### config.mk
export PLATFORM = sky130hd
export DESIGN_NAME = spwc_top
export DESIGN_NICKNAME = d
export VERILOG_FILES = /design/src/spwc_pkg.sv /design/src/spwc_led_if.sv /design/src/spwc_top.sv /design/src/spwc_blink.sv
export SDC_FILE = /design/constraint.sdc
export NUM_CORES = 1
export LEC_CHECK = 0
export BUFFER_PORTS_ARGS = -buffer_cell sky130_fd_sc_hd__buf_2
export CAP_MARGIN = 5
export CORE_ASPECT_RATIO = 0.8
export CORE_MARGIN = 3
export CORE_UTILIZATION = 50
export CTS_CLUSTER_SIZE = 24
export DETAILED_ROUTE_END_ITERATION = 7
export PLACE_DENSITY_LB_ADDON = 0.1
export SLEW_MARGIN = 20
export SYNTH_ARGS = -nofsm -noshare
export SYNTH_HDL_FRONTEND = slang
export SYNTH_SLANG_ARGS = --single-unit
### constraint.sdc
create_clock -name ref_clk -period 8.25 [get_ports ref_clk]
set_input_delay 0.4125 -clock ref_clk [delete_from_list [all_inputs] [get_ports ref_clk]]
set_output_delay 0.4125 -clock ref_clk [all_outputs]
set_load 0.01 [all_outputs]
### src/spwc_pkg.sv
// package: register map, field layout, reset values and timing for the system pin block
package spwc_pkg;
  // register byte offsets (aligned words)
  localparam logic [7:0] ADDR_PATTERN = 8'h00;
  localparam logic [7:0] ADDR_PIN_CFG = 8'h04;
  localparam logic [7:0] ADDR_PIN_OUT = 8'h08;
  localparam logic [7:0] ADDR_PIN_IN = 8'h0C;
  localparam logic [7:0] ADDR_WAKE_CFG = 8'h10;
  localparam logic [7:0] ADDR_STATUS = 8'h14;
  localparam logic [7:0] ADDR_INT_STAT = 8'h18;
  localparam logic [7:0] ADDR_INT_MASK = 8'h1C;
  localparam logic [7:0] ADDR_POWER = 8'h20;
  // fixed test pattern (value arbitrary)
  localparam logic [31:0] TEST_PATTERN = 32'h8765_4321;
  // pin config: per pin 2-bit mode at [2i+1:2i], led select at bit 8+i
  localparam int PIN_MODE_LSB = 0;
  localparam int PIN_LED_LSB = 8;
  localparam logic [1:0] MODE_INPUT = 2'h0;
  localparam logic [1:0] MODE_PUSH_PULL = 2'h1;
  localparam logic [1:0] MODE_OPEN_DRAIN = 2'h2;
  localparam logic [10:0] PIN_CFG_RESET = 11'h000;
  // wake config bits
  localparam int WAKE_EN_BIT = 0;
  localparam int WAKE_POL_BIT = 1;
  localparam int WAKE_OD_BIT = 2;
  // status bits
  localparam int ST_STRAP = 0;
  localparam int ST_SPEED100 = 1;
  localparam int ST_FULL_DUPLEX = 2;
  localparam int ST_AUTONEG = 3;
  localparam int ST_ASLEEP = 4;
  localparam int ST_READ_SEEN = 5;
  // interrupt bits
  localparam int IRQ_WAKE = 0;
  localparam int IRQ_HOST_WAKE = 1;
  localparam int IRQ_LINK_CHANGE = 2;
  localparam int IRQ_WIDTH = 3;
  // axi responses
  localparam logic [1:0] RESP_OKAY = 2'h0;
  localparam logic [1:0] RESP_SLVERR = 2'h2;
  // timing
  localparam int CLK_HZ = 50_000_000;
  localparam int BLINK_MS = 80;
  localparam int BLINK_CYCLES = CLK_HZ / 1000 * BLINK_MS;
  localparam int POR_CYCLES = 16;
endpackage

### src/spwc_led_if.sv
// interface: link status and led levels between top and led timer
`timescale 1ns/100ps
interface spwc_led_if;
  logic link_up;
  logic activity;
  logic link_led_low;
  logic timer_busy;
  modport timer (input link_up, input activity, output link_led_low, output timer_busy);
  modport top (output link_up, output activity, input link_led_low, input timer_busy);
endinterface

### src/spwc_top.sv
// module: system pins, wake indicator, speed strap and led/gpio pins
// What this block does
// - reset pin low resets all state
// - internal power-on reset when pin floats
// - writes ignored until first read
// - assert wake indicator on enabled wake event while asleep
// - wake indicator polarity and drive selectable
// - only host write wakes device
// - latch speed strap at reset release
// - each pin push-pull, open-drain or input
// - led-selected pins always drive open-drain
// - speed led high only at 10Mbs
// - link led low while link, no blink
// - activity pulses link led high 80ms
// - then low at least 80ms before repeat
// - strap 0: 10, half, no autoneg; 1: 100, half, autoneg
// - duplex led low in full duplex
`timescale 1ns/100ps
module spwc_top #(
  parameter int BLINK_CYCLES = spwc_pkg::BLINK_CYCLES
) (
  // clock and reset
  input wire logic ref_clk,
  input wire logic sys_rst,
  input wire logic reset_in_low,
  input wire logic reset_in_driven,
  // axi4-lite slave
  input wire logic [7:0] s_axi_awaddr,
  input wire logic s_axi_awvalid,
  output logic s_axi_awready,
  input wire logic [31:0] s_axi_wdata,
  input wire logic [3:0] s_axi_wstrb,
  input wire logic s_axi_wvalid,
  output logic s_axi_wready,
  output logic [1:0] s_axi_bresp,
  output logic s_axi_bvalid,
  input wire logic s_axi_bready,
  input wire logic [7:0] s_axi_araddr,
  input wire logic s_axi_arvalid,
  output logic s_axi_arready,
  output logic [31:0] s_axi_rdata,
  output logic [1:0] s_axi_rresp,
  output logic s_axi_rvalid,
  input wire logic s_axi_rready,
  // host strobes seen on the pins
  input wire logic chip_select_low,
  input wire logic write_strobe_low,
  // phy/mac status
  input wire logic speed_strap,
  input wire logic phy_speed100,
  input wire logic phy_link_up,
  input wire logic phy_activity,
  input wire logic phy_full_duplex,
  input wire logic phy_autoneg_busy,
  input wire logic wake_event,
  // general-purpose / led pins
  input wire logic [2:0] indicator_leds_in,
  output logic [2:0] indicator_leds_out,
  output logic [2:0] indicator_leds_oe_low,
  // wake indicator pin
  output logic wake_indicator_out,
  output logic wake_indicator_oe_low,
  // status and interrupt
  output logic asleep,
  output logic irq
);
  typedef struct packed {
    logic [4:0] por_cnt;
    logic por_done;
    logic strap_taken;
    logic strap;
    logic read_seen;
    logic asleep;
    logic [10:0] pin_cfg;
    logic [2:0] pin_out;
    logic [2:0] wake_cfg;
    logic wake_latched;
    logic [2:0] irq_stat;
    logic [2:0] irq_mask;
    logic link_prev;
    logic host_wr_prev;
    logic aw_got;
    logic w_got;
    logic [7:0] awaddr;
    logic [31:0] wdata;
    logic [3:0] wstrb;
    logic bvalid;
    logic [1:0] bresp;
    logic rvalid;
    logic [31:0] rdata;
    logic [1:0] rresp;
    logic [2:0] pins_o;
    logic [2:0] pins_oe_low;
    logic wake_o;
    logic wake_oe_low;
    logic irq;
  } spwc_top_s;
  spwc_top_s r_ff;
  spwc_top_s nxt_r;

  logic rst_any;
  logic [2:0] led_val;
  logic host_wr;
  logic wake_level;
  logic aw_take;
  logic w_take;
  logic ar_take;
  spwc_led_if led_bus ();

  // reset pin only counts when driven; otherwise the power-on counter covers it
  assign rst_any = sys_rst | (reset_in_driven & ~reset_in_low);

  assign led_bus.link_up = phy_link_up;
  assign led_bus.activity = phy_activity;

  spwc_blink #(
    .BLINK_CYCLES(BLINK_CYCLES)
  ) u_blink (
    .ref_clk(ref_clk),
    .rst_any(rst_any),
    .led(led_bus)
  );

  always_comb begin
    // speed led low at 100, autoneg, or no cable
    led_val[0] = ~phy_speed100 & phy_link_up & ~phy_autoneg_busy;
    led_val[1] = led_bus.link_led_low;
    led_val[2] = ~(phy_full_duplex & phy_link_up);
  end

  assign host_wr = ~chip_select_low & ~write_strobe_low;
  assign aw_take = s_axi_awvalid & ~r_ff.aw_got & ~r_ff.bvalid;
  assign w_take = s_axi_wvalid & ~r_ff.w_got & ~r_ff.bvalid;
  assign ar_take = s_axi_arvalid & ~r_ff.rvalid;
  assign wake_level = r_ff.wake_latched ^ ~r_ff.wake_cfg[spwc_pkg::WAKE_POL_BIT];

  always_comb begin
    logic wr_go;
    logic wr_ok;
    logic [7:0] wa;
    logic [31:0] wd;
    logic [2:0] ev;
    logic [1:0] mode;
    logic [3:0] ws;
    wr_go = 1'b0;
    wr_ok = 1'b0;
    wa = 8'h00;
    wd = 32'h0000_0000;
    ev = 3'h0;
    mode = 2'h0;
    ws = 4'h0;
    nxt_r = r_ff;
    // power-on counter and strap capture after release
    if (!r_ff.por_done) begin
      nxt_r.por_cnt = r_ff.por_cnt + 5'h01;
      if (r_ff.por_cnt == 5'(spwc_pkg::POR_CYCLES - 1)) begin
        nxt_r.por_done = 1'b1;
      end
    end
    if (!r_ff.strap_taken) begin
      nxt_r.strap = speed_strap;
      nxt_r.strap_taken = 1'b1;
    end
    // axi write
    if (aw_take) begin
      nxt_r.aw_got = 1'b1;
      nxt_r.awaddr = s_axi_awaddr;
    end
    if (w_take) begin
      nxt_r.w_got = 1'b1;
      nxt_r.wdata = s_axi_wdata;
      // strobes travel with the data beat, which may arrive before the address
      nxt_r.wstrb = s_axi_wstrb;
    end
    wa = r_ff.aw_got ? r_ff.awaddr : s_axi_awaddr;
    wd = r_ff.w_got ? r_ff.wdata : s_axi_wdata;
    ws = r_ff.w_got ? r_ff.wstrb : s_axi_wstrb;
    wr_go = (r_ff.aw_got | aw_take) & (r_ff.w_got | w_take) & ~r_ff.bvalid;
    if (wr_go) begin
      nxt_r.aw_got = 1'b0;
      nxt_r.w_got = 1'b0;
      nxt_r.bvalid = 1'b1;
      // space above ADDR_POWER is refused even while writes are still disarmed
      nxt_r.bresp = (wa > spwc_pkg::ADDR_POWER) ? spwc_pkg::RESP_SLVERR : spwc_pkg::RESP_OKAY;
      // a sleeping device ignores all bus writes; only the pin-level host write wakes it
      wr_ok = r_ff.read_seen & ~r_ff.asleep & r_ff.por_done;
      if (wr_ok && (&ws || wa == spwc_pkg::ADDR_INT_STAT)) begin
        case (wa)
          spwc_pkg::ADDR_PATTERN: begin
          end
          spwc_pkg::ADDR_PIN_CFG: nxt_r.pin_cfg = wd[10:0];
          spwc_pkg::ADDR_PIN_OUT: nxt_r.pin_out = wd[2:0];
          spwc_pkg::ADDR_WAKE_CFG: nxt_r.wake_cfg = wd[2:0];
          spwc_pkg::ADDR_INT_MASK: nxt_r.irq_mask = wd[2:0];
          spwc_pkg::ADDR_INT_STAT: nxt_r.irq_stat = r_ff.irq_stat & ~wd[2:0];
          spwc_pkg::ADDR_POWER: begin
            nxt_r.asleep = wd[0];
            nxt_r.read_seen = ~wd[0];
          end
          default: nxt_r.bresp = spwc_pkg::RESP_SLVERR;
        endcase
      end
    end
    if (r_ff.bvalid && s_axi_bready) begin
      nxt_r.bvalid = 1'b0;
    end
    // axi read; a read arms writes
    if (ar_take) begin
      nxt_r.rvalid = 1'b1;
      nxt_r.rresp = spwc_pkg::RESP_OKAY;
      nxt_r.rdata = 32'h0000_0000;
      nxt_r.read_seen = 1'b1;
      case (s_axi_araddr)
        spwc_pkg::ADDR_PATTERN: nxt_r.rdata = spwc_pkg::TEST_PATTERN;
        spwc_pkg::ADDR_PIN_CFG: nxt_r.rdata[10:0] = r_ff.pin_cfg;
        spwc_pkg::ADDR_PIN_OUT: nxt_r.rdata[2:0] = r_ff.pin_out;
        spwc_pkg::ADDR_PIN_IN: nxt_r.rdata[2:0] = indicator_leds_in;
        spwc_pkg::ADDR_WAKE_CFG: nxt_r.rdata[2:0] = r_ff.wake_cfg;
        spwc_pkg::ADDR_STATUS: nxt_r.rdata[5:0] = {r_ff.read_seen, r_ff.asleep,
          r_ff.strap, phy_full_duplex, phy_speed100, r_ff.strap};
        spwc_pkg::ADDR_INT_STAT: nxt_r.rdata[2:0] = r_ff.irq_stat;
        spwc_pkg::ADDR_INT_MASK: nxt_r.rdata[2:0] = r_ff.irq_mask;
        spwc_pkg::ADDR_POWER: nxt_r.rdata[0] = r_ff.asleep;
        default: nxt_r.rresp = spwc_pkg::RESP_SLVERR;
      endcase
      // autoneg default follows strap
      if (s_axi_araddr == spwc_pkg::ADDR_STATUS) begin
        nxt_r.rdata[spwc_pkg::ST_AUTONEG] = r_ff.strap;
        nxt_r.rdata[spwc_pkg::ST_ASLEEP] = r_ff.asleep;
        nxt_r.rdata[spwc_pkg::ST_READ_SEEN] = r_ff.read_seen;
      end
    end
    if (r_ff.rvalid && s_axi_rready) begin
      nxt_r.rvalid = 1'b0;
    end
    // pin-level host write wakes the device; data does not matter
    nxt_r.host_wr_prev = host_wr;
    if (r_ff.asleep && host_wr && !r_ff.host_wr_prev) begin
      nxt_r.asleep = 1'b0;
      ev[spwc_pkg::IRQ_HOST_WAKE] = 1'b1;
    end
    // wake event raises IRQ_WAKE, and the indicator only while asleep; it never clears asleep
    if (wake_event && r_ff.wake_cfg[spwc_pkg::WAKE_EN_BIT]) begin
      nxt_r.wake_latched = 1'b1;
      ev[spwc_pkg::IRQ_WAKE] = 1'b1;
    end
    if (!r_ff.asleep || !r_ff.wake_cfg[spwc_pkg::WAKE_EN_BIT]) begin
      nxt_r.wake_latched = 1'b0;
    end
    nxt_r.link_prev = phy_link_up;
    ev[spwc_pkg::IRQ_LINK_CHANGE] = phy_link_up ^ r_ff.link_prev;
    // set wins over a clear in the same cycle
    nxt_r.irq_stat = nxt_r.irq_stat | ev;
    nxt_r.irq = |(nxt_r.irq_stat & nxt_r.irq_mask);
    // pin drivers
    for (int i = 0; i < 3; i++) begin
      mode = r_ff.pin_cfg[spwc_pkg::PIN_MODE_LSB + 2*i +: 2];
      if (r_ff.pin_cfg[spwc_pkg::PIN_LED_LSB + i]) begin
        nxt_r.pins_o[i] = 1'b0;
        nxt_r.pins_oe_low[i] = led_val[i];
      end else begin
        case (mode)
          spwc_pkg::MODE_PUSH_PULL: begin
            nxt_r.pins_o[i] = r_ff.pin_out[i];
            nxt_r.pins_oe_low[i] = 1'b0;
          end
          spwc_pkg::MODE_OPEN_DRAIN: begin
            nxt_r.pins_o[i] = 1'b0;
            nxt_r.pins_oe_low[i] = r_ff.pin_out[i];
          end
          default: begin
            nxt_r.pins_o[i] = 1'b0;
            nxt_r.pins_oe_low[i] = 1'b1;
          end
        endcase
      end
    end
    // wake pin drive type
    if (r_ff.wake_cfg[spwc_pkg::WAKE_OD_BIT]) begin
      nxt_r.wake_o = 1'b0;
      nxt_r.wake_oe_low = wake_level;
    end else begin
      nxt_r.wake_o = wake_level;
      nxt_r.wake_oe_low = 1'b0;
    end
  end

  always_ff @(posedge ref_clk or posedge rst_any) begin
    if (rst_any) begin
      r_ff <= '0;
      r_ff.pin_cfg <= spwc_pkg::PIN_CFG_RESET;
      r_ff.pins_oe_low <= 3'h7;
      r_ff.wake_oe_low <= 1'b1;
    end else begin
      r_ff <= nxt_r;
    end
  end

  assign s_axi_awready = ~r_ff.aw_got & ~r_ff.bvalid;
  assign s_axi_wready = ~r_ff.w_got & ~r_ff.bvalid;
  assign s_axi_bvalid = r_ff.bvalid;
  assign s_axi_bresp = r_ff.bresp;
  assign s_axi_arready = ~r_ff.rvalid;
  assign s_axi_rvalid = r_ff.rvalid;
  assign s_axi_rdata = r_ff.rdata;
  assign s_axi_rresp = r_ff.rresp;
  assign indicator_leds_out = r_ff.pins_o;
  assign indicator_leds_oe_low = r_ff.pins_oe_low;
  assign wake_indicator_out = r_ff.wake_o;
  assign wake_indicator_oe_low = r_ff.wake_oe_low;
  assign asleep = r_ff.asleep;
  assign irq = r_ff.irq;
endmodule // spwc_top

### src/spwc_blink.sv
// module: link/activity led on-off timing
`timescale 1ns/100ps
module spwc_blink #(
  parameter int BLINK_CYCLES = spwc_pkg::BLINK_CYCLES
) (
  // clock and reset
  input wire logic ref_clk,
  input wire logic rst_any,
  // link status in, led level out
  spwc_led_if.timer led
);
  typedef enum logic [2:0] {
    SPWC_IDLE = 3'b001,
    SPWC_OFF = 3'b010,
    SPWC_ON = 3'b100
  } spwc_blink_e;
  typedef struct packed {
    spwc_blink_e st;
    logic [31:0] cnt;
    logic pend;
    logic led_low;
  } spwc_blink_s;
  spwc_blink_s r_ff;
  spwc_blink_s nxt_r;

  always_comb begin
    nxt_r = r_ff;
    if (led.activity && led.link_up) begin
      nxt_r.pend = 1'b1;
    end
    case (r_ff.st)
      SPWC_IDLE: begin
        nxt_r.led_low = led.link_up;
        if (led.link_up && (led.activity || r_ff.pend)) begin
          nxt_r.st = SPWC_OFF;
          nxt_r.cnt = 32'h0000_0000;
          nxt_r.pend = 1'b0;
          nxt_r.led_low = 1'b0;
        end
      end
      SPWC_OFF: begin
        nxt_r.led_low = 1'b0;
        nxt_r.cnt = r_ff.cnt + 32'h0000_0001;
        if (r_ff.cnt == 32'(BLINK_CYCLES - 1)) begin
          nxt_r.st = SPWC_ON;
          nxt_r.cnt = 32'h0000_0000;
          nxt_r.led_low = 1'b1;
        end
      end
      SPWC_ON: begin
        // low for at least the full interval before another blink
        nxt_r.led_low = led.link_up;
        nxt_r.cnt = r_ff.cnt + 32'h0000_0001;
        if (r_ff.cnt == 32'(BLINK_CYCLES - 1)) begin
          nxt_r.st = SPWC_IDLE;
          nxt_r.cnt = 32'h0000_0000;
          // latched activity restarts the blink with no extra lit cycle
          if (r_ff.pend || led.activity) begin
            nxt_r.st = SPWC_OFF;
            nxt_r.pend = 1'b0;
            nxt_r.led_low = 1'b0;
          end
        end
      end
      default: begin
        nxt_r.st = SPWC_IDLE;
      end
    endcase
    // dropping the link abandons any blink
    if (!led.link_up) begin
      nxt_r.st = SPWC_IDLE;
      nxt_r.cnt = 32'h0000_0000;
      nxt_r.pend = 1'b0;
      nxt_r.led_low = 1'b0;
    end
  end

  always_ff @(posedge ref_clk or posedge rst_any) begin
    if (rst_any) begin
      r_ff <= '{st: SPWC_IDLE, cnt: 32'h0000_0000, pend: 1'b0, led_low: 1'b0};
    end else begin
      r_ff <= nxt_r;
    end
  end

  // unlit (high) level out is the inverse sense of led_low flag
  assign led.link_led_low = ~r_ff.led_low;
  assign led.timer_busy = (r_ff.st != SPWC_IDLE);
endmodule // spwc_blink

==> metrics.log, run 1 <==
[metrics] antenna violation net count after detailed routing: 0
[metrics] Die H: 107.1 µm
[metrics] Gate power share: 17.8%
[metrics] final setup skew: 8.729 ps
[metrics] result of the run: completed
[metrics] number of design-rule violations left by the first detailed-router iteration: 344
[metrics] actual transition at the worst max-transition pin: 1009 ps
[metrics] most common flop cell mapped by yosys: sky130_fd_sc_hd__dfrtp_1
[metrics] final worst path period share: 40.35%
[metrics] final period demand of the worst path: 3329 ps
[metrics] standby leakage power: 3.362 nW
[metrics] Syn-to-layout area delta: 14.71%
[metrics] global-route wire length before repair: 22,780 µm
[metrics] Vias/cell: 5.461
[metrics] Sequential Power Share: 41.1%
[metrics] worst endpoint data arrival time: 3620 ps
[metrics] number of search-and-repair iterations in the first detailed-routing pass: 5
[metrics] share of post-route cells with drive strength above 1: 30.24%
[metrics] synth top area cells: sky130_fd_sc_hd__dfrtp_1 (46%), sky130_fd_sc_hd__mux2_2 (8.5%), sky130_fd_sc_hd__buf_4 (4.9%)
[metrics] Worst Setup End Kind: flip-flop
[metrics] aggregate global-route resource usage: 20.00%
[metrics] endpoints failing hold: 0
[metrics] setup repair after global routing missed its margin: no
[metrics] largest net degree at the start of global routing: 65
[metrics] vias in the first global route: 4,400
[metrics] clock share of power: 41.1%
[metrics] Final TNS setup: 0 ps
[metrics] mean area per synthesized cell: 10.75 µm²
[metrics] count of maximum capacitance violations: 0
[metrics] highest achievable clock rate: 300.4 MHz
[metrics] Yosys top cell area share: 46.23%
[metrics] number of placement rows: 36
[metrics] Port Buffer Count: 88
[metrics] Max IR drop VDD: 0.1860 mV
[metrics] total detailed-routing wirelength: 13,780 µm
[metrics] area of the die: 0.01418 mm²
[metrics] count of flip-flops with a built-in enable after synthesis: 0
[metrics] area of the placeable core: 0.01234 mm²
[metrics] CTS tree: done
[metrics] CTS clock-pin slew for the worst setup and hold paths: 60 ps
[metrics] Synth Cell Area: 0.006387 mm²
[metrics] proportion of register bits with asynchronous set or reset after synthesis: 100.0%
[metrics] Max H-tree Level: 4
[metrics] cell type with the highest aggregate area in the netlist: sky130_fd_sc_hd__dfrtp_1
[metrics] PD cells: 249.7 mW/mm²
[metrics] count of hold buffers inserted by post-cts repair: 0
[metrics] quantity of gates resized following cts: 0
[metrics] Finish-stage setup viols: 0
[metrics] diodes inserted: 0
[metrics] total grt overflow: 0
[metrics] number of standard cells after synthesis: 594
[metrics] chip width: 132.4 µm
[metrics] number of buffers created by CTS: 17
[metrics] per-cell routed wire length: 16.43 µm
[metrics] peak per-stage delay on the critical path: 890 ps
[metrics] synth warn: 0
[metrics] Root Buffer Master: sky130_fd_sc_hd__clkbuf_16
[metrics] via count: 4,582
[metrics] switching power: 0.0005140 W
[metrics] internal power component: 0.001316 W
[metrics] clock insertion delay at the later pin of the skew report: 410 ps
[metrics] Cell variety after synth: 67
[metrics] count of pins over their slew limit: 0
[metrics] weighted congestion reported at the end of routability-driven placement: 0.8412
[metrics] number of buffers added for setup after CTS: 0
[metrics] list of cells traversed by the critical path: nor4b_1 > o2bb2a_4 > o2bb2ai_4 > nand2_4 > nor4_4 > mux2_2
[metrics] starting density of the core: 51.75%
[metrics] number of sinks handled by clock tree synthesis: 123
[metrics] Final HPWL DP: 9734 µm
[metrics] Relative slew margins: 32.25%
[metrics] fillcell total: 1,091
[metrics] startpoint type of the worst setup path: flip-flop
[metrics] flops & latches, synth: 123
[metrics] largest fanout of any net on the critical path: 18
[metrics] post-synthesis sequential area ratio: 48.29%
[metrics] DRC violations left: 0
[metrics] utilization after layout: 59.37%
[metrics] worst setup path category: flip-flop to flip-flop
[metrics] number of antenna violations at the first check in global routing: 1
[metrics] sw frac: 28.09%
[metrics] deepest clock path buffer count: 2
[metrics] worst hold-check path type: primary input to flip-flop
[metrics] Ports: 124
[metrics] cell with the largest stage delay on the worst path: sky130_fd_sc_hd__nor4_4
[metrics] number of nets in the layout: 731
[metrics] CP required: 8540 ps
==> power by group through the flow <==
stage | Sequential (W) | Clock (W) | Combinational [W]
floorplan | 0.000724 | 0 | 0.000279
global placement | 0.000755 | 0 | 0.000319
detailed placement | 0.000760 | 0 | 0.000327
CTS | 0.000751 | 0.000768 | 0.000330
global route | 0.000763 | 0.000795 | 0.000357
finish | 0.000752 | 0.000752 | 0.000326
==> final timing paths <==
path	cells past startpoint	slack [ps]	end	startpoint
hold / removal	2	160	r_ff[93]	write_strobe_low
setup / recovery	6	4920	r_ff[117]	r_ff[92]
min in group asynchronous	3	320	s_axi_bresp[1]	sys_rst
max in group asynchronous	5	6590	s_axi_rdata[9]	reset_in_low
setup reg to reg	6	4920	r_ff[117]	r_ff[92]
hold reg to reg	1	460	indicator_leds_oe_low[1]	u_blink.r_ff[0]
==> cells in the final DEF (no fill, tap or decap), types with 10 or more instances in the layout <==
master and n:
sky130_fd_sc_hd__mux2_2 48, sky130_fd_sc_hd__nand2_1 41, sky130_fd_sc_hd__inv_1 13, sky130_fd_sc_hd__xor2_1 22, sky130_fd_sc_hd__clkbuf_16 17, sky130_fd_sc_hd__nor2_1 54, sky130_fd_sc_hd__nor3_1 16, sky130_fd_sc_hd__a21oi_1 15
sky130_fd_sc_hd__mux2i_1 12, sky130_fd_sc_hd__nand4_1 11, sky130_fd_sc_hd__xnor2_1 10, sky130_fd_sc_hd__conb_1 15, sky130_fd_sc_hd__o21ai_0 23, sky130_fd_sc_hd__buf_2 88, sky130_fd_sc_hd__nand3_1 17, sky130_fd_sc_hd__dfrtp_1 118
==> through the flow <==
stage	hold slack, ps	setup slack, ps	cells	area, µm²	total power [W]
after detailed placement	416.6	4958	807	6724	0.001087
after CTS	146.0	4932	839	7327	0.001848
after global routing	161.1	4804	839	7327	0.001916
final	158.5	4921	839	7327	0.001830
after global placement	419.2	5050	807	6724	0.001074
after floorplan	387.7	2993	607	6440	0.001004
==> layer usage <==
metal / vias up / global-route usage [%] / part of all wire [%]
li1: 2185 / - / -
met1: 2237 / 31.02 / 51
met4: 2 / 6.899 / 0.97
met5: - / 0 / 0.051
met2: 145 / 27.39 / 41
met3: 13 / 4.409 / 6.3
==> cells by family after synthesis <==
logic type	count (synthesis)	synth area share (%)
flops	123	48.29
buf+inv	77	7.267
fa+ha+maj	3	0.5877
mux	71	13.16
xor+xnor	32	4.388
compound gates	78	8.541
simple gates	208	17.65
other cells	2	0.1176
==> layout make-up <==
class | count | area, µm² | area share (%)
sequential | 123 | 3084 | 42.09
inverter | 13 | 48.80 | 0.6660
tap | 171 | 214.0 | 2.920
clock buffer | 18 | 429.2 | 5.857
clock inverter | 14 | 173.9 | 2.374
timing repair buffer | 93 | 478.0 | 6.523
multi-input combinational | 407 | 2899 | 39.57
==> flip-flops by register name (all words and copies together) (netlist names) <==
name	flops
s_axi_rdata	12
indicator_leds_oe_low	3
s_axi_bresp	1
wake_indicator_out	1
asleep	1
indicator_leds_out	3
s_axi_rresp	1
r_ff	60
s_axi_rvalid	1
wake_indicator_oe_low	1
irq	1
s_axi_bvalid	1
u_blink.r_ff	37
==> synthesized netlist by cell type (10+ instances only) <==
master                     number
sky130_fd_sc_hd__dfrtp_1      118
sky130_fd_sc_hd__nor2_1        54
sky130_fd_sc_hd__mux2_2        48
sky130_fd_sc_hd__buf_4         42
sky130_fd_sc_hd__nand2_1       41
sky130_fd_sc_hd__o21ai_0       23
sky130_fd_sc_hd__xor2_1        22
sky130_fd_sc_hd__nand3_1       17
sky130_fd_sc_hd__a21oi_1       16
sky130_fd_sc_hd__nor3_1        16
sky130_fd_sc_hd__clkbuf_1      15
sky130_fd_sc_hd__inv_1         13
sky130_fd_sc_hd__mux2i_1       12
sky130_fd_sc_hd__nand4_1       11
sky130_fd_sc_hd__xnor2_1       10
==> critical path: cells and delay by family, from the launching register on <==
family	cells	cell delay, ps
mux	1	410
compound gates	2	450
flops	1	720
simple gates	3	1610
Power figures use the tool's default switching activity.
==> run 2, diff against run 1 <==
--- a/config.mk
+++ b/config.mk
@@ -5,6 +5,7 @@
 export SDC_FILE = /design/constraint.sdc
 export NUM_CORES = 1
 export LEC_CHECK = 0
+export ABC_AREA = 1
 export BUFFER_PORTS_ARGS = -buffer_cell sky130_fd_sc_hd__buf_2
 export CAP_MARGIN = 5
 export CORE_ASPECT_RATIO = 0.8
==> constraint.sdc (replaced) <==
create_clock -name ref_clk -period 2.9 [get_ports ref_clk]
set_input_delay 0.145 -clock ref_clk [delete_from_list [all_inputs] [get_ports ref_clk]]
set_output_delay 0.145 -clock ref_clk [all_outputs]
set_load 0.01 [all_outputs]
==> run 2 against run 1 <==
  * The flow now finishes with violations (hold timing)
  * Core utilization rose by 2.8 points
  * Non-clock buffer count rose by 28
  * Clock skew rose by 1.6 ps
  * Sequential share of layout area fell by 4.2 points
  * Highest routed layer is now met4
==> metrics.log, run 2 <==
[metrics] result of the run: complete, but fails checks
[metrics] number of standard cells after synthesis: 883
[metrics] CP required: 3210 ps
[metrics] number of search-and-repair iterations in the first detailed-routing pass: 5
[metrics] deepest clock path buffer count: 2
[metrics] Finish-stage setup viols: 0
[metrics] antenna violation net count after detailed routing: 0
[metrics] most common library cell in the layout ignoring fill and taps: sky130_fd_sc_hd__nand2_1
[metrics] post-layout total power: 0.005563 W
[metrics] cell mode on critical path: sky130_fd_sc_hd__nand2_1
[metrics] number of buffers created by CTS: 17
[metrics] most common flop cell mapped by yosys: sky130_fd_sc_hd__dfrtp_1
[metrics] via count: 6,011
[metrics] Max H-tree Level: 4
[metrics] quantity of gates resized following cts: 0
[metrics] commonest cells after routing, fill and taps aside: sky130_fd_sc_hd__nand2_1 (212), sky130_fd_sc_hd__dfrtp_1 (118), sky130_fd_sc_hd__inv_1 (100)
[metrics] Yosys top cell area share: 43.12%
[metrics] share of post-route cells with drive strength above 1: 18.04%
[metrics] flops & latches, synth: 123
[metrics] Cell variety after synth: 52
[metrics] cell class contributing the biggest share of worst-path delay: simple AND/OR/NAND/NOR gates
[metrics] count of maximum capacitance violations: 0
[metrics] worst endpoint data arrival time: 2540 ps
[metrics] list of most frequent post-synthesis cells: sky130_fd_sc_hd__nand2_1 (212), sky130_fd_sc_hd__dfrtp_1 (118), sky130_fd_sc_hd__inv_1 (100)
[metrics] chip width: 136.8 µm
[metrics] starting density of the core: 52.27%
[metrics] Gate power share: 20.8%
[metrics] peak per-stage delay on the critical path: 370 ps
[metrics] area of the placeable core: 0.01310 mm²
[metrics] total grt overflow: 0
[metrics] number of buffer and inverter instances along the worst setup path: 1
[metrics] number of antenna violations at the first check in global routing: 0
[metrics] synth top area cells: sky130_fd_sc_hd__dfrtp_1 (43%), sky130_fd_sc_hd__nand2_1 (12%), sky130_fd_sc_hd__inv_1 (5.5%)
[metrics] DRC violations left: 0
[metrics] clock insertion delay at the later pin of the skew report: 420 ps
[metrics] sw frac: 30.15%
[metrics] standby leakage power: 3.964 nW
[metrics] Vias/cell: 5.151
[metrics] Syn-to-layout area delta: 18.93%
[metrics] Port Buffer Count: 88
[metrics] highest achievable clock rate: 446.8 MHz
[metrics] mean area per synthesized cell: 7.755 µm²
[metrics] clock share of power: 42.0%
[metrics] placement-stage cell area: 0.007234 mm²
[metrics] actual transition at the worst max-transition pin: 864.0 ps
[metrics] flip-flop count of the largest register after layout: 60
[metrics] fillcell total: 1,188
[metrics] global-route wire length before repair: 27,730 µm
[metrics] Ports: 124
[metrics] proportion of register bits with asynchronous set or reset after synthesis: 100.0%
[metrics] list of cells traversed by the critical path: ha_1 > nand2_1 > nor2_1 > nand2_1 > nor3_1 > nand2_1 > nand2_1 > nand2_2 > inv_2 > a21oi_1 > o21a_1
[metrics] per-cell routed wire length: 14.34 µm
[metrics] Max IR drop VDD: 0.6832 mV
[metrics] Final TNS setup: 0 ps
[metrics] number of placement rows: 37
[metrics] final critical-path setup slack: 661.7 ps
[metrics] Sequential Power Share: 37.2%
[metrics] number of sinks handled by clock tree synthesis: 123
[metrics] worst hold-check path type: primary input to asynchronous set/reset pin
[metrics] final period demand of the worst path: 2238 ps
[metrics] Worst Setup End Kind: flip-flop
[metrics] CTS clock-pin slew for the worst setup and hold paths: 60 ps
[metrics] number of design-rule violations left by the first detailed-router iteration: 613
[metrics] largest fanout of any net on the critical path: 12
[metrics] count of flip-flops with a built-in enable after synthesis: 0
[metrics] cell with the most instances after synthesis: sky130_fd_sc_hd__nand2_1
[metrics] Final Instance Area: 0.008144 mm²
[metrics] total detailed-routing wirelength: 16,740 µm
[metrics] largest net degree at the start of global routing: 124
[metrics] post-synthesis sequential area ratio: 45.04%
[metrics] PD cells: 683.1 mW/mm²
[metrics] final setup skew: 10.33 ps
[metrics] Synth Cell Area: 0.006848 mm²
[metrics] weighted congestion reported at the end of routability-driven placement: 0.9556
[metrics] synth warn: 0
[metrics] Root Buffer Master: sky130_fd_sc_hd__clkbuf_16
[metrics] number of nets in the layout: 1,056
[metrics] largest register by flop count: r_ff
[metrics] CTS tree: done
[metrics] switching power: 0.001677 W
[metrics] diodes inserted: 0
[metrics] endpoints failing hold: 10
[metrics] setup repair after global routing missed its margin: no
[metrics] startpoint type of the worst setup path: flip-flop
[metrics] utilization after layout: 62.16%
[metrics] area of the die: 0.01514 mm²
[metrics] internal power component: 0.003886 W
[metrics] Relative slew margins: 41.96%
[metrics] Die H: 110.7 µm
[metrics] final worst path period share: 77.18%
[metrics] vias in the first global route: 5,487
[metrics] worst setup path category: flip-flop to flip-flop
[metrics] count of pins over their slew limit: 0
[metrics] cell type with the highest aggregate area in the netlist: sky130_fd_sc_hd__dfrtp_1
[metrics] pre-CTS setup slack: 692.8 ps
[metrics] Final HPWL DP: 12,270 µm
[metrics] aggregate global-route resource usage: 23.21%
[metrics] cell with the largest stage delay on the worst path: sky130_fd_sc_hd__dfrtp_1
[metrics] Final Hold Slack: -29.90 ps
[metrics] violated checks: hold timing
## run 2: timing repair
action / in CTS / in global routing
endpoints found under the hold margin: 25 / 0
buffers inserted: 0 / 0
hold buffers: 26 / 0
## run 2: cells by family after synthesis
logic type,share of synthesized area [%]
AND/OR/NAND/NOR,29.45
buffers and inverters,12.04
AO/OA/AOI/OAI,10.76
flip-flops,45.04
XOR/XNOR,1.407
multiplexers,0.6395
adder cells (fa/ha/maj),0.5482
other,0.1097
## run 2: routing by layer
layer	global-route usage, %	routed length [µm]
met4	4.854	87
met1	39.71	8875
met3	5.808	1496
met5	0	0
met2	28.76	6278
## run 2: metrics by stage
step                std cells  hold slack, ps
finish                   1167          -29.90
global route             1167           33.70
CTS                      1167           3.686
detailed placement       1110           306.9
global placement         1110           308.4
floorplan                 896           176.4
## run 2: power by group through the flow
stage                     clock, W  combinational [W]  sequential [W]
final                      0.00234            0.00116         0.00207
after detailed placement         0            0.00113         0.00210
after CTS                  0.00237            0.00116         0.00207
after floorplan                  0           0.000901         0.00206
after global placement           0            0.00112         0.00209
after global routing       0.00245            0.00133         0.00210
## run 2: worst min-delay path, stage by stage
cell and delay [ps]:
sky130_fd_sc_hd__buf_2 110, sky130_fd_sc_hd__a21oi_4 130, sky130_fd_sc_hd__buf_12 480
## run 2: final cells by class
type | instances | area, µm² | share of cell area (%)
Sequential cell | 123 | 3084 | 37.87
Multi-Input combinational cell | 606 | 2999 | 36.83
Timing Repair Buffer | 121 | 765.7 | 9.402
Clock buffer | 20 | 456.7 | 5.608
Inverter | 111 | 426.7 | 5.239
Tap cell | 175 | 219.0 | 2.689
Clock inverter | 11 | 192.7 | 2.366
## run 2: worst paths after layout
kind / end / slack [ps] / depth (start not counted) / start
hold reg to reg: indicator_leds_oe_low[1] / 420 / 1 / u_blink.r_ff[0]
max in group asynchronous: s_axi_bresp[1] / 2370 / 4 / reset_in_low
min in group ref_clk: r_ff[61] / 10 / 3 / s_axi_wdata[10]
setup reg to reg: u_blink.r_ff[16] / 660 / 11 / u_blink.r_ff[2]
hold / removal: u_blink.r_ff[3] / -30 / 3 / sys_rst
setup / recovery: u_blink.r_ff[16] / 660 / 11 / u_blink.r_ff[2]
